### src/rtl/padrst_pkg.sv
// Package for the pad reset/default state controller.
// Assumes a single 25 MHz core clock and an asynchronous active-high reset.
package padrst_pkg;
    localparam int PADRST_DATA_W = 8;
    localparam int PADRST_CLK_MHZ = 25;
    localparam int PADRST_SAMPLE_NS = 200;
    localparam int PADRST_SAMPLE_CYC =
        (PADRST_SAMPLE_NS * PADRST_CLK_MHZ + 999) / 1000;
    localparam int PADRST_SYNC_CYC = 2;
    localparam int PADRST_CNT_W = 8;
    localparam logic [1:0] PADRST_CFG_RESET = 2'h0;
    // JTAG TAP state codes used to find the shift phases
    localparam logic [3:0] PADRST_TAP_RESET = 4'hF;
    localparam logic [3:0] PADRST_TAP_SHIFT_DR = 4'h2;
    localparam logic [3:0] PADRST_TAP_SHIFT_IR = 4'hA;
    typedef enum logic [2:0]
    {
        PADRST_ST_IDLE = 3'b000,
        PADRST_ST_POWER = 3'b001,
        PADRST_ST_SAMPLE = 3'b010,
        PADRST_ST_DONE = 3'b011
    } padrst_state_e;
endpackage

### src/rtl/padrst_tap_if.sv
// Interface carrying TAP state between the top and the TAP tracker.
// Assumes both ends run on the core clock.
`timescale 1ns/100ps
interface padrst_tap_if;
    logic tms;
    logic tck_rise;
    logic shift_phase;
    modport tracker (input tms, input tck_rise, output shift_phase);
    modport user (output tms, output tck_rise, input shift_phase);
endinterface

### src/rtl/padrst_tap.sv
// TAP state follower that flags the data and instruction shift phases.
// Assumes TMS and a TCK rising-edge strobe already synchronised to the core clock.
`timescale 1ns/100ps
module padrst_tap
    import padrst_pkg::*;
(
    input wire logic i_clk,
    input wire logic i_rst,
    padrst_tap_if.tracker tap
);
    logic [3:0] st_reg;
    logic [3:0] st_next;

    // Next TAP state, standard sixteen-state walk
    always_comb
    begin
        st_next = st_reg;
        if (tap.tck_rise)
        begin
            case (st_reg)
                4'hF: st_next = tap.tms ? 4'hF : 4'hC;
                4'hC: st_next = tap.tms ? 4'h7 : 4'hC;
                4'h7: st_next = tap.tms ? 4'h4 : 4'h6;
                4'h6: st_next = tap.tms ? 4'h1 : 4'h2;
                4'h2: st_next = tap.tms ? 4'h1 : 4'h2;
                4'h1: st_next = tap.tms ? 4'h5 : 4'h3;
                4'h3: st_next = tap.tms ? 4'h0 : 4'h3;
                4'h0: st_next = tap.tms ? 4'h5 : 4'h2;
                4'h5: st_next = tap.tms ? 4'h7 : 4'hC;
                4'h4: st_next = tap.tms ? 4'hF : 4'hE;
                4'hE: st_next = tap.tms ? 4'h9 : 4'hA;
                4'hA: st_next = tap.tms ? 4'h9 : 4'hA;
                4'h9: st_next = tap.tms ? 4'hD : 4'hB;
                4'hB: st_next = tap.tms ? 4'h8 : 4'hB;
                4'h8: st_next = tap.tms ? 4'hD : 4'hA;
                4'hD: st_next = tap.tms ? 4'h7 : 4'hC;
                default: st_next = PADRST_TAP_RESET;
            endcase
        end
    end

    // State register
    always_ff @(posedge i_clk or posedge i_rst)
    begin
        if (i_rst)
            st_reg <= PADRST_TAP_RESET;
        else
            st_reg <= st_next;
    end

    // Output only in the two shift states
    assign tap.shift_phase = (st_reg == PADRST_TAP_SHIFT_DR) ||
                             (st_reg == PADRST_TAP_SHIFT_IR);

    a_tap_reset_quiet: assert property (@(posedge i_clk) disable iff (i_rst)
        (st_reg == PADRST_TAP_RESET) |-> !tap.shift_phase)
        else $error("shift flagged in test logic reset");
endmodule

### src/rtl/padrst_top.sv
// Pad reset/default state controller for video, analog video and test pins.
// Assumes pads resolve levels from the enables; pins arrive asynchronously.
`timescale 1ns/100ps
////////////////////////////////////////////////////////////////////////////////
// How it works
// - Video pads high-Z in reset and while the interface is disabled, then driven
// - Low data pad input buffers normally powered down
// - After reset power, sample, repower-down low pads
// - Analog video off in reset, on streaming
// - TDO high-Z except in shift phases
// - Pull-ups always on TDI, TMS, TCK
// - Unpowered, undriven pads draw nothing, drive nothing
module padrst_top
    import padrst_pkg::*;
#(
    parameter int DATA_W = PADRST_DATA_W,
    parameter int SAMPLE_CYC = PADRST_SAMPLE_CYC
)
(
    input wire logic I_CLK,
    input wire logic I_RST,
    input wire logic i_IF_ENABLE,
    input wire logic i_STREAMING,
    input wire logic [DATA_W-1:0] i_VIDEO_DATA,
    input wire logic i_PIXEL_CLOCK,
    input wire logic i_EXTRA_LOW_DATA_BIT_ZERO,
    input wire logic i_EXTRA_LOW_DATA_BIT_ONE,
    input wire logic i_TCK,
    input wire logic i_TMS,
    input wire logic i_TDO_DATA,
    output logic [DATA_W-1:0] o_VIDEO_DATA_OUT,
    output logic [DATA_W-1:0] o_VIDEO_DATA_OE,
    output logic o_PIXEL_CLOCK_OUT,
    output logic o_PIXEL_CLOCK_OE,
    output logic o_EXTRA_LOW_DATA_BIT_ZERO,
    output logic o_EXTRA_LOW_DATA_BIT_ZERO_OE,
    output logic o_EXTRA_LOW_DATA_BIT_ONE_OE,
    output logic o_LOW_PAD_IBUF_EN,
    output logic [1:0] o_AUTO_CFG,
    output logic o_AUTO_CFG_VALID,
    output logic o_ANALOG_VIDEO_EN,
    output logic o_TDO,
    output logic o_TDO_OE,
    output logic o_TDI_PULLUP,
    output logic o_TMS_PULLUP,
    output logic o_TCK_PULLUP
);
    // Elaboration check: the counter must hold the sample length
    if (DATA_W < 1 || SAMPLE_CYC < PADRST_SYNC_CYC + 1 ||
        SAMPLE_CYC >= (1 << PADRST_CNT_W))
    begin
        $error("padrst_top: parameter out of range");
    end

    ////////////////////////////////////////////////////////////////////////////
    // Pin synchronisers: first stage read only by the second
    logic [1:0] lp_s1_reg;
    logic [1:0] lp_s2_reg;
    logic [2:0] jt_s1_reg;
    logic [2:0] jt_s2_reg;
    logic tck_old_reg;

    always_ff @(posedge I_CLK or posedge I_RST)
    begin
        if (I_RST)
        begin
            lp_s1_reg <= 2'h0;
            lp_s2_reg <= 2'h0;
            // TCK and TMS idle high on their pull-ups; avoids a false TCK edge
            jt_s1_reg <= 3'h6;
            jt_s2_reg <= 3'h6;
            tck_old_reg <= 1'b1;
        end
        else
        begin
            lp_s1_reg <= {i_EXTRA_LOW_DATA_BIT_ONE, i_EXTRA_LOW_DATA_BIT_ZERO};
            lp_s2_reg <= lp_s1_reg;
            jt_s1_reg <= {i_TCK, i_TMS, i_TDO_DATA};
            jt_s2_reg <= jt_s1_reg;
            tck_old_reg <= jt_s2_reg[2];
        end
    end

    ////////////////////////////////////////////////////////////////////////////
    // Auto-configuration sampling sequence after reset release
    padrst_state_e st_reg;
    padrst_state_e st_next;
    logic [PADRST_CNT_W-1:0] cnt_reg;
    logic [PADRST_CNT_W-1:0] cnt_next;
    logic [1:0] cfg_reg;
    logic [1:0] cfg_next;
    logic cfg_valid_reg;
    logic cfg_valid_next;

    // Buffers are powered long enough for the synchroniser to settle
    always_comb
    begin
        st_next = st_reg;
        cnt_next = cnt_reg;
        cfg_next = cfg_reg;
        cfg_valid_next = cfg_valid_reg;
        case (st_reg)
            PADRST_ST_IDLE:
            begin
                st_next = PADRST_ST_POWER;
                cnt_next = '0;
            end
            PADRST_ST_POWER:
            begin
                cnt_next = cnt_reg + 1'b1;
                if (cnt_reg == PADRST_CNT_W'(SAMPLE_CYC - 1))
                    st_next = PADRST_ST_SAMPLE;
            end
            PADRST_ST_SAMPLE:
            begin
                cfg_next = lp_s2_reg;
                cfg_valid_next = 1'b1;
                st_next = PADRST_ST_DONE;
            end
            PADRST_ST_DONE:
                st_next = PADRST_ST_DONE;
            default:
                st_next = PADRST_ST_IDLE;
        endcase
    end

    // Sequence registers
    always_ff @(posedge I_CLK or posedge I_RST)
    begin
        if (I_RST)
        begin
            st_reg <= PADRST_ST_IDLE;
            cnt_reg <= '0;
            cfg_reg <= PADRST_CFG_RESET;
            cfg_valid_reg <= 1'b0;
        end
        else
        begin
            st_reg <= st_next;
            cnt_reg <= cnt_next;
            cfg_reg <= cfg_next;
            cfg_valid_reg <= cfg_valid_next;
        end
    end

    // Buffers only up while sampling; otherwise off so floating is safe
    assign o_LOW_PAD_IBUF_EN = (st_reg == PADRST_ST_POWER) || (st_reg == PADRST_ST_SAMPLE);
    assign o_AUTO_CFG = cfg_reg;
    assign o_AUTO_CFG_VALID = cfg_valid_reg;

    ////////////////////////////////////////////////////////////////////////////
    // Video and analog enables; the enable input is same-domain logic
    logic if_en_reg;
    logic if_en_next;
    logic dac_en_reg;
    logic dac_en_next;
    logic [DATA_W-1:0] vdat_reg;
    logic [DATA_W-1:0] vdat_next;
    logic pclk_reg;
    logic pclk_next;
    logic lsb0_reg;
    logic lsb0_next;

    // Single enable; data forced low until the interface enable is set
    always_comb
    begin
        if_en_next = i_IF_ENABLE;
        dac_en_next = i_STREAMING;
        vdat_next = if_en_next ? i_VIDEO_DATA : '0;
        pclk_next = if_en_next ? i_PIXEL_CLOCK : 1'b0;
        lsb0_next = 1'b0;
    end

    // Output flops, cleared by reset
    always_ff @(posedge I_CLK or posedge I_RST)
    begin
        if (I_RST)
        begin
            if_en_reg <= 1'b0;
            dac_en_reg <= 1'b0;
            vdat_reg <= '0;
            pclk_reg <= 1'b0;
            lsb0_reg <= 1'b0;
        end
        else
        begin
            if_en_reg <= if_en_next;
            dac_en_reg <= dac_en_next;
            vdat_reg <= vdat_next;
            pclk_reg <= pclk_next;
            lsb0_reg <= lsb0_next;
        end
    end

    // Reset forces high-Z combinationally, independent of the flop
    assign o_VIDEO_DATA_OE = {DATA_W{if_en_reg & ~I_RST}};
    assign o_PIXEL_CLOCK_OE = if_en_reg & ~I_RST;
    assign o_VIDEO_DATA_OUT = vdat_reg;
    assign o_PIXEL_CLOCK_OUT = pclk_reg;
    assign o_EXTRA_LOW_DATA_BIT_ZERO = lsb0_reg;
    // Bit zero drives low once sampled and while the interface is enabled, never in reset
    assign o_EXTRA_LOW_DATA_BIT_ZERO_OE = cfg_valid_reg & if_en_reg & ~I_RST;
    assign o_EXTRA_LOW_DATA_BIT_ONE_OE = 1'b0; // Stays high-Z
    assign o_ANALOG_VIDEO_EN = dac_en_reg & ~I_RST;

    ////////////////////////////////////////////////////////////////////////////
    // Test port: TAP follower, pull-ups; TRST and sync pins are board-tied
    padrst_tap_if tap_bus ();
    logic tdo_reg;
    logic tdo_next;

    assign tap_bus.tms = jt_s2_reg[1];
    assign tap_bus.tck_rise = jt_s2_reg[2] & ~tck_old_reg;

    padrst_tap u_tap (
        .i_clk(I_CLK),
        .i_rst(I_RST),
        .tap(tap_bus)
    );

    // Data out latched each cycle
    always_comb
    begin
        tdo_next = jt_s2_reg[0];
    end

    // Registered test data
    always_ff @(posedge I_CLK or posedge I_RST)
    begin
        if (I_RST)
            tdo_reg <= 1'b0;
        else
            tdo_reg <= tdo_next;
    end

    assign o_TDO = tdo_reg;
    assign o_TDO_OE = tap_bus.shift_phase & ~I_RST;
    assign o_TDI_PULLUP = 1'b1;
    assign o_TMS_PULLUP = 1'b1;
    assign o_TCK_PULLUP = 1'b1;

    ////////////////////////////////////////////////////////////////////////////
    // Checks
    a_video_follows_en: assert property (@(posedge I_CLK) disable iff (I_RST)
        !if_en_reg |-> (o_VIDEO_DATA_OE == '0) && (o_VIDEO_DATA_OUT == '0))
        else $error("video pads driven while interface disabled");
    a_ibuf_off_done: assert property (@(posedge I_CLK) disable iff (I_RST)
        (st_reg == PADRST_ST_DONE) |-> !o_LOW_PAD_IBUF_EN)
        else $error("low pad buffers powered after sampling");
    a_sample_seq: assert property (@(posedge I_CLK) disable iff (I_RST)
        $rose(o_AUTO_CFG_VALID) |-> $past(o_LOW_PAD_IBUF_EN) && !o_LOW_PAD_IBUF_EN)
        else $error("config captured outside power window");
    a_cfg_latency: assert property (@(posedge I_CLK) disable iff (I_RST)
        $rose(o_LOW_PAD_IBUF_EN) |-> o_LOW_PAD_IBUF_EN [*3] ##[1:300] o_AUTO_CFG_VALID)
        else $error("config sample not taken in time");
    a_dac_stream: assert property (@(posedge I_CLK) disable iff (I_RST)
        i_STREAMING |=> o_ANALOG_VIDEO_EN)
        else $error("analog video not enabled on streaming");
    a_tdo_shift_only: assert property (@(posedge I_CLK) disable iff (I_RST)
        o_TDO_OE |-> tap_bus.shift_phase)
        else $error("tdo driven outside shift");
    a_pullups_on: assert property (@(posedge I_CLK) disable iff (I_RST)
        o_TDI_PULLUP && o_TMS_PULLUP && o_TCK_PULLUP)
        else $error("pull-up dropped");
    a_lsb1_hiz: assert property (@(posedge I_CLK) disable iff (I_RST)
        !o_EXTRA_LOW_DATA_BIT_ONE_OE && (cfg_valid_reg || !o_EXTRA_LOW_DATA_BIT_ZERO_OE))
        else $error("low pad driven while sampling or reserved");
    a_single_enable: assert property (@(posedge I_CLK) disable iff (I_RST)
        o_PIXEL_CLOCK_OE == o_VIDEO_DATA_OE[0])
        else $error("video enables disagree");
endmodule

### config.mk
export PLATFORM = sky130hd
export DESIGN_NAME = padrst_top
export DESIGN_NICKNAME = d
export VERILOG_FILES = /design/src/rtl/padrst_pkg.sv /design/src/rtl/padrst_tap_if.sv /design/src/rtl/padrst_tap.sv /design/src/rtl/padrst_top.sv
export SDC_FILE = /design/constraint.sdc
export NUM_CORES = 1
export LEC_CHECK = 0
export BUFFER_PORTS_ARGS = -buffer_cell sky130_fd_sc_hd__buf_2
export CORE_MARGIN = 2
export CORE_UTILIZATION = 50
export CTS_CLUSTER_DIAMETER = 40
export DETAILED_ROUTE_END_ITERATION = 16
export MAX_ROUTING_LAYER = met4
export PLACE_DENSITY = 0.77
export SLEW_MARGIN = 30
export SYNTH_ARGS = -nofsm -noshare
export SYNTH_HDL_FRONTEND = slang
export SYNTH_HIERARCHICAL = 1
export SYNTH_SLANG_ARGS = --single-unit
### constraint.sdc
create_clock -name I_CLK -period 4.11 [get_ports I_CLK]
set_clock_uncertainty 0.1 [all_clocks]
set_input_delay 0.411 -clock I_CLK [delete_from_list [all_inputs] [get_ports I_CLK]]
set_output_delay 0.411 -clock I_CLK [all_outputs]
set_load 0.1 [all_outputs]
# --- After elaboration in Yosys (flattened, before gate mapping) ---
# Index checks and enable logic that the tools add are counted.
op_classes:
  n_eq_ne: 20
  mux: 18
  reduce_logical: 9
  addsub: 1
  n_bitwise: 8
op_table:
  columns: ["cell", "count"]
  rows:
  - ["$pmux 4 s12", 1]
  - ["$eq 4x4->1 const B", 8]
  - ["$eq 4x3->1 const B", 4]
  - ["$pmux 8 s2", 1]
  - ["$mux 3", 5]
  - ["$mux 2", 6]
  - ["$pmux 3 s3", 1]
  - ["$add 8x1->8 const B", 1]
  - ["$eq 4x2->1 const B", 2]
  - ["$eq 8x3->1 const B", 1]
  - ["$mux 8", 1]
  - ["$and 1x1->1", 6]
  - ["$eq 3x2->1 const B", 2]
  - ["$reduce_or 2->1", 3]
  - ["$eq 4x1->1 const B", 1]
  - ["$logic_not 4->1", 1]
  - ["$mux 4", 1]
  - ["$eq 3x1->1 const B", 1]
  - ["$logic_not 3->1", 1]
  - ["$reduce_or 3->1", 1]
  - ["$logic_or 1x1->1", 2]
  - ["$mux 1", 2]
  - ["$ne 2x2->1 const B", 1]
  - ["$not 1->1", 2]
  - ["$reduce_bool 2->1", 1]
word_totals:
  output_inout_bits: 31
  inputBits: 18
  ff_bits: 41
  elab_cells: 71

# --- Depth between registers and ports, before layout ---
# Gate-level depths: netlist (run 1).
logic_depth:
  depth_word: 3
  mapped_depth: 6
  mapped_depth_nobuf: 5

# --- Modules after synthesis ---
# The synthesis (run 1) kept the hierarchy.
by_module_without_submodules:
  columns: ["module", "area_each_um2", "cells_each", "instances", "seq_area_each_um2"]
  rows:
  - ["padrst_top", 1483.9, 119, 1, 907.1]
  - ["padrst_tap", 252.7, 28, 1, 105.1]

# --- Worst setup path after synthesis (run 1) ---
# OpenSTA, ideal clock, no wires.
synth_path:
  path_kind: "input-to-output"
  startpoint: "input port I_RST"
  endpoint: "output port o_EXTRA_LOW_DATA_BIT_ZERO_OE"
  required_time_ns: 3.599
  arrival_ns: 2.965
  path_slack_ns: 0.634
  n_path_buf: 0
  cell_stages: 2
  cell_sequence: "nor2b_1 and2_1"
synth_via:
  elab_chain_cells: 2
synth_rtl:
  columns: ["item", "line_no", "text"]
  rows:
  - ["start, declared", "padrst_top.sv:21", "input wire logic I_RST,"]
  - ["$not 1->1", "padrst_top.sv:202", "assign o_EXTRA_LOW_DATA_BIT_ZERO_OE = cfg_valid_reg & if_en_reg & ~I_RST;"]
  - ["$and 1x1->1", "padrst_top.sv:202", null]
  - ["end, declared", "padrst_top.sv:36", "output logic o_EXTRA_LOW_DATA_BIT_ZERO_OE,"]
# No other way between the ends.

# --- Final worst setup path (run 1) ---
layout_path:
  startpoint: "register if_en_reg"
  endpoint: "output port o_EXTRA_LOW_DATA_BIT_ZERO_OE"
layout_via:
  elab_chain_cells: 2
layout_rtl:
  columns: ["item", "line_no", "text"]
  rows:
  - ["start, declared", "padrst_top.sv:153", "logic if_en_reg;"]
  - ["start signal, assigned", "padrst_top.sv:187", "if_en_reg <= if_en_next;"]
  - ["$and 1x1->1 (2 in a row)", "padrst_top.sv:202", null]
# No other way between the ends.

==> impl_metrics.py, run 1 <==
metrics = {
    "timing": {
        "final.setup.tns_ns": 0,
        "period_minus_slack_ns": 2.20,
        "setup_violation_total_in_the_final_timing_report": 0,
        "finalWorstSetupSlack_ns": 1.91,
        "highest_attainable_clock_frequency_ghz": 0.455,
        "final_min_period_over_clock_period_pct": 53.5,
        "unrepaired_setup_endpoints_after_global_routing": "false",
        "final_hold_viol_count": 0,
        "drv_slew": 0,
    },
    "critical_path": {
        "endpoint_kind": "primary output",
        "timing.critical_path.fanout_max": 10,
        "crit_slowest_cell": "sky130_fd_sc_hd__buf_2",
        "worst-setup-path-type": "reg2out",
        "timing.critical_path.arrival_ns": 1.69,
        "path_cells": "nor2b_1, and2_1, buf_2",
        "timing.critical_path.from_type": "flop",
        "cp.required_ns": 3.60,
        "critical-path-max-stage-delay_ns": 0.42,
    },
    "grt": {
        "grt_util_all_layers_pct": 17.3,
        "grt_first_pass_wirelength_um": 5060,
        "grt_overflow": 0,
        "pin_count_of_the_biggest_net_entering_global_routing": 37,
        "number_of_global_route_vias_before_repair": 1099,
        "grt_antenna_before_repair": 0,
    },
    "clocking": {
        "clock-root-buffer": "sky130_fd_sc_hd__clkbuf_4",
        "cts_tree": "done",
        "postCtsSetupRepairBufs": 0,
        "cts_made_buffers": 5,
        "count_of_cells_resized_by_post_cts_repair": 0,
        "cts.htree.levels": 2,
        "clkTransAtPathRegs_ns": 0.11,
        "worst_skew_pair_later_pin_latency_ns": 0.35,
        "clock_sinks": 40,
        "cts.path.max_buffers": 2,
        "cts-hold-fix-buffers": 0,
    },
    "drt": {
        "route.top_layer_used": "met4",
        "viasPerCell": 4.94,
        "total_routed_length_um": 2940,
        "drt-wirelength-per-cell_um": 12.6,
        "antenna_violating_nets_left": 0,
        "met3_length_um": 147,
        "met2RoutedLength_um": 1540,
        "routedLengthMet1_um": 1170,
        "vias": 1151,
        "remaining_drc_errors": 0,
        "drt-pass1-iter-count": 4,
        "drt_first_iter_violations": 64,
    },
    "layout": {
        "final_net_count": 211,
        "antenna-diode-count": 0,
        "area_growth_pct": 13.5,
        "final_layout_size_suffix_gt1_share_pct": 35.3,
        "sequential_cell_area_um2": 1010,
        "filler_cell_count": 289,
        "multiInputGateArea_um2": 587,
    },
    "logic_synthesis": {
        "ys_seq_elements": 40,
        "synth_enable_flop_cells": 0,
        "synth_sequential_area_ratio_pct": 58.3,
        "ys_warn_count": 6,
        "ys.flop_type": "sky130_fd_sc_hd__dfrtp_1",
        "synth.cell_area_um2": 1740,
        "postSynthAreaPerCell_um2": 11.8,
        "postSynthCellCount": 147,
        "post_synth_num_cell_types": 36,
        "async_set_reset_flop_share_out_of_synthesis_pct": 100,
    },
    "die": {
        "chipHeight_um": 62.9,
        "area_inside_the_core_boundary_um2": 3340,
        "start_util_pct": 52.0,
        "io-pin-count": 49,
        "std_cell_rows": 21,
        "die_w_um": 62.9,
        "die_area_um2": 3960,
    },
    "placement": {
        "preCtsSetupSlack_ns": 2.05,
        "dpl.hpwl_um": 2190,
        "gp_congestion": 0.715,
        "port_buffers": 43,
    },
    "flow_run": {
        "timing.max_cap.violations": 0,
    },
    "hold_path": {
        "min_path_type": "in2reg",
    },
    "power": {
        "power_density_nw_per_um2": 439,
        "power.ir.vdd_worst_mv": 0.225,
        "leakagePower_nw": 0.978,
    },
    "outcome": {
        "result_of_the_run": "finished, final reports clean",
    },
}
-- metal layers --
layer | up-vias | GRT usage, %
li1 | 555 | -
met3 | 9 | 5.41
met5 | - | -
met1 | 558 | 18.6
met4 | 0 | 8.06
met2 | 29 | 29.0
-- stage by stage --
step | instances | instance area, um2 | utilization, % | hold slack (ns) | power, mW
global placement | 225 | 1920 | 57.6 | 0.233 | 0.677
CTS | 233 | 1970 | 59.1 | 0.0445 | 0.873
finish | 233 | 1970 | 59.1 | 0.0526 | 0.865
floorplan | 150 | 1750 | - | 0.231 | 0.655
detailed placement | 225 | 1920 | 57.6 | 0.235 | 0.687
global route | 233 | 1970 | 59.1 | 0.0271 | 0.907
-- cell usage in the layout, fill, tap and decap left out, types with 5 or more instances in the layout --
cell type and count:
sky130_fd_sc_hd__and2_1 10, sky130_fd_sc_hd__nor2b_1 5, sky130_fd_sc_hd__conb_1 5, sky130_fd_sc_hd__clkbuf_4 5, sky130_fd_sc_hd__dfstp_2 9, sky130_fd_sc_hd__o21ai_0 7
sky130_fd_sc_hd__buf_2 43, sky130_fd_sc_hd__nand3_1 6, sky130_fd_sc_hd__nand2_1 9, sky130_fd_sc_hd__inv_1 11, sky130_fd_sc_hd__ha_1 7, sky130_fd_sc_hd__dfrtp_1 31
-- area by class of cell --
class / count / area share, %
clock buffer: 7 / 2.29
tap: 46 / 2.92
multi-input combinational: 84 / 29.8
sequential: 40 / 51.4
inverter: 11 / 2.10
clock inverter: 1 / 0.254
timing repair buffer: 44 / 11.3
-- worst paths after layout --
path | to | cells past startpoint | slack [ns] | from
min in group asynchronous | u_tap/st_reg[2] | 2 | 0.07 | I_RST
max reg2reg | cnt_reg[7] | 5 | 2.12 | st_reg[1]
max in group asynchronous | jt_s2_reg[1] | 3 | 3.48 | I_RST
max | o_EXTRA_LOW_DATA_BIT_ZERO_OE | 3 | 1.91 | if_en_reg
min reg2reg | lp_s2_reg[1] | 0 | 0.26 | lp_s1_reg[1]
min | jt_s1_reg[2] | 1 | 0.05 | i_TCK
-- critical path: cells and delay by family (launching register included) --
kind | cells | cell delay, ns
buffers and inverters | 1 | 0.42
AND/OR/NAND/NOR | 2 | 0.58
flip-flops | 1 | 0.36
-- cells in the mapped netlist (2+ instances only) --
library cell / n / area [um2]
sky130_fd_sc_hd__nor2b_1: 5 / 31.3
sky130_fd_sc_hd__dfstp_2: 9 / 236
sky130_fd_sc_hd__mux2i_1: 3 / 30.0
sky130_fd_sc_hd__dfrtp_1: 31 / 776
sky130_fd_sc_hd__nand2_1: 9 / 33.8
sky130_fd_sc_hd__o21ai_0: 7 / 35.0
sky130_fd_sc_hd__conb_1: 2 / 7.51
sky130_fd_sc_hd__o211ai_1: 4 / 30.0
sky130_fd_sc_hd__or4_1: 2 / 15.0
sky130_fd_sc_hd__and2_1: 10 / 62.6
sky130_fd_sc_hd__mux2_2: 2 / 22.5
sky130_fd_sc_hd__buf_4: 13 / 97.6
sky130_fd_sc_hd__buf_2: 2 / 10.0
sky130_fd_sc_hd__nor2_1: 3 / 11.3
sky130_fd_sc_hd__nand3_1: 6 / 30.0
sky130_fd_sc_hd__inv_1: 11 / 41.3
sky130_fd_sc_hd__a21oi_1: 3 / 15.0
sky130_fd_sc_hd__ha_1: 7 / 87.6
-- report_power, final --
part	total, mW	internal, mW	switching [mW]
sequential	0.474	0.440	0.0339
clock	0.187	0.0667	0.120
combinational	0.204	0.0488	0.155
total	0.865	0.556	0.309
-- cell families (layout without fill, tap and decap cells) --
group                    after synthesis  after routing  share of synthesized area [%]
AND/OR/NAND/NOR                       42             42                           13.9
other                                  2              5                          0.432
adder cells (fa/ha/maj)                7              7                           5.04
AO/OA/AOI/OAI                         23             23                           9.58
XOR/XNOR                               1              1                          0.504
flip-flops                            40             40                           58.3
multiplexers                           6              6                           3.67
buffers and inverters                 26             63                           8.57
Power figures use the tool's default switching activity.
==> run 2, diff against run 1 <==
CORE_UTILIZATION = 46   (was 50)
PLACE_DENSITY = 0.75   (was 0.77)
clock period = 1.8 ns   (was 4.11 ns; I/O delays follow)
==> impl_metrics.py, run 2 (same netlist as run 1, synthesis figures left out) <==
metrics = {
    "die": {
        "start_util_pct": 47.8,
        "chipHeight_um": 65.4,
        "std_cell_rows": 22,
        "area_inside_the_core_boundary_um2": 3630,
        "io-pin-count": 49,
        "die_w_um": 65.4,
        "die_area_um2": 4280,
    },
    "drt": {
        "vias": 1212,
        "total_routed_length_um": 3030,
        "remaining_drc_errors": 0,
        "antenna_violating_nets_left": 0,
        "drt_first_iter_violations": 33,
        "drt-pass1-iter-count": 4,
        "drt-wirelength-per-cell_um": 12.1,
        "viasPerCell": 4.85,
    },
    "grt": {
        "grt_first_pass_wirelength_um": 5060,
        "grt_util_all_layers_pct": 16.3,
        "grt_antenna_before_repair": 0,
        "pin_count_of_the_biggest_net_entering_global_routing": 36,
        "grt_overflow": 0,
        "number_of_global_route_vias_before_repair": 1158,
    },
    "outcome": {
        "result_of_the_run": "finished, final reports clean",
    },
    "layout": {
        "finish.utilization_pct": 60.6,
        "mostFrequentLayoutCell": "sky130_fd_sc_hd__buf_2",
        "filler_cell_count": 303,
        "antenna-diode-count": 0,
        "non_filler_cell_area_final_um2": 2200,
        "final_net_count": 226,
        "sequential_cell_area_um2": 1010,
        "layout_common_cells": "sky130_fd_sc_hd__buf_2, sky130_fd_sc_hd__dfrtp_1, sky130_fd_sc_hd__dlygate4sd3_1",
        "final_layout_size_suffix_gt1_share_pct": 36.1,
        "area_growth_pct": 26.9,
        "multiInputGateArea_um2": 611,
        "layoutNonFillerInstCount": 250,
    },
    "timing": {
        "drv_slew": 0,
        "final_min_period_over_clock_period_pct": 96.2,
        "period_minus_slack_ns": 1.73,
        "finalWorstSetupSlack_ns": 0.0684,
        "setup_violation_total_in_the_final_timing_report": 0,
        "final_hold_viol_count": 0,
        "unrepaired_setup_endpoints_after_global_routing": "false",
        "highest_attainable_clock_frequency_ghz": 0.578,
    },
    "critical_path": {
        "timing.critical_path.arrival_ns": 1.45,
        "timing.critical_path.fanout_max": 4,
        "endpoint_kind": "primary output",
        "cp.required_ns": 1.52,
        "reg2reg_depth": 5,
        "timing.critical_path.from_type": "flop",
        "worst-setup-path-type": "reg2out",
    },
    "clocking": {
        "cts.path.max_buffers": 2,
        "cts_tree": "done",
        "clock-root-buffer": "sky130_fd_sc_hd__clkbuf_8",
        "cts.htree.levels": 2,
        "cts_made_buffers": 5,
        "worst_skew_pair_later_pin_latency_ns": 0.29,
        "clock_sinks": 40,
        "clkTransAtPathRegs_ns": 0.07,
        "postCtsSetupRepairBufs": 0,
    },
    "placement": {
        "preCtsSetupSlack_ns": 0.190,
        "port_buffers": 43,
        "dpl.hpwl_um": 2080,
        "placedCellCount": 228,
        "placedInstanceArea_um2": 1960,
        "gp_congestion": 0.749,
    },
    "hold_path": {
        "holdPathStages": 2,
        "min_path_type": "in2reg",
    },
    "flow_run": {
        "timing.max_cap.violations": 0,
    },
    "power": {
        "power.ir.vdd_worst_mv": 0.480,
        "power_density_nw_per_um2": 997,
        "leakagePower_nw": 1.07,
    },
}
==> run 2: cell types whose count changed in the layout (fill, tap and decap cells not counted), moves of 2 or more <==
cell                            change
sky130_fd_sc_hd__nor2b_1            -3
sky130_fd_sc_hd__clkbuf_4           -5
sky130_fd_sc_hd__nor2b_4            +2
sky130_fd_sc_hd__clkbuf_8           +6
sky130_fd_sc_hd__dlygate4sd3_1     +14
==> run 2: layout make-up <==
cell class | instances | area share, %
Clock buffer | 7 | 3.92
Sequential cell | 40 | 45.9
Multi-Input combinational cell | 84 | 27.7
Inverter | 11 | 1.87
Timing Repair Buffer | 59 | 17.5
Tap cell | 48 | 2.73
Clock inverter | 1 | 0.341
==> run 2: path summary, 6_finish.rpt <==
kind                                  from                   to  slack (ns)
min reg2reg                   jt_s2_reg[0]                o_TDO        0.25
min in group asynchronous            I_RST           dac_en_reg        0.27
max reg2reg                      st_reg[1]           cnt_reg[7]        0.20
min                        i_VIDEO_DATA[4]  o_VIDEO_DATA_OUT[4]       0.009
max in group asynchronous            I_RST         jt_s1_reg[2]        0.69
max                              st_reg[0]    o_LOW_PAD_IBUF_EN        0.07
==> run 2: timing repair <==
action	CTS	global route
hold buffers	13	1
endpoints found under the hold margin	18	1
setup endpoints to repair	0	1
gates resized for setup	0	1
==> run 2: report_power, final <==
group	internal, mW	leakage, nW	switching, mW
clock	0.311	0.0445	0.298
combinational	0.147	0.558	0.358
sequential	1.01	0.466	0.0773
==> run 2: routing by layer <==
layer	vias up	track usage [%]	share of wire, %
met5	-	-	0
met4	0	6.51	1.9
met3	6	6.51	5.6
met2	40	27.3	52
met1	586	17.2	40
li1	580	-	-
==> run 2: metrics by stage <==
step | hold WS [ns] | TNS, ns | power [mW]
after detailed placement | 0.0109 | 0 | 1.58
after global routing | 0.00889 | 0 | 2.30
after global placement | 0.00128 | 0 | 1.56
final | 0.00949 | 0 | 2.20
after floorplan | 0.0352 | -0.0122 | 1.50
after CTS | 0.000892 | 0 | 2.21
==> run 2: critical path, stage by stage, from the launching register on <==
cell,delay (ns)
sky130_fd_sc_hd__dfrtp_1,0.38
sky130_fd_sc_hd__inv_1,0.10
sky130_fd_sc_hd__ha_1,0.28
sky130_fd_sc_hd__buf_2,0.41
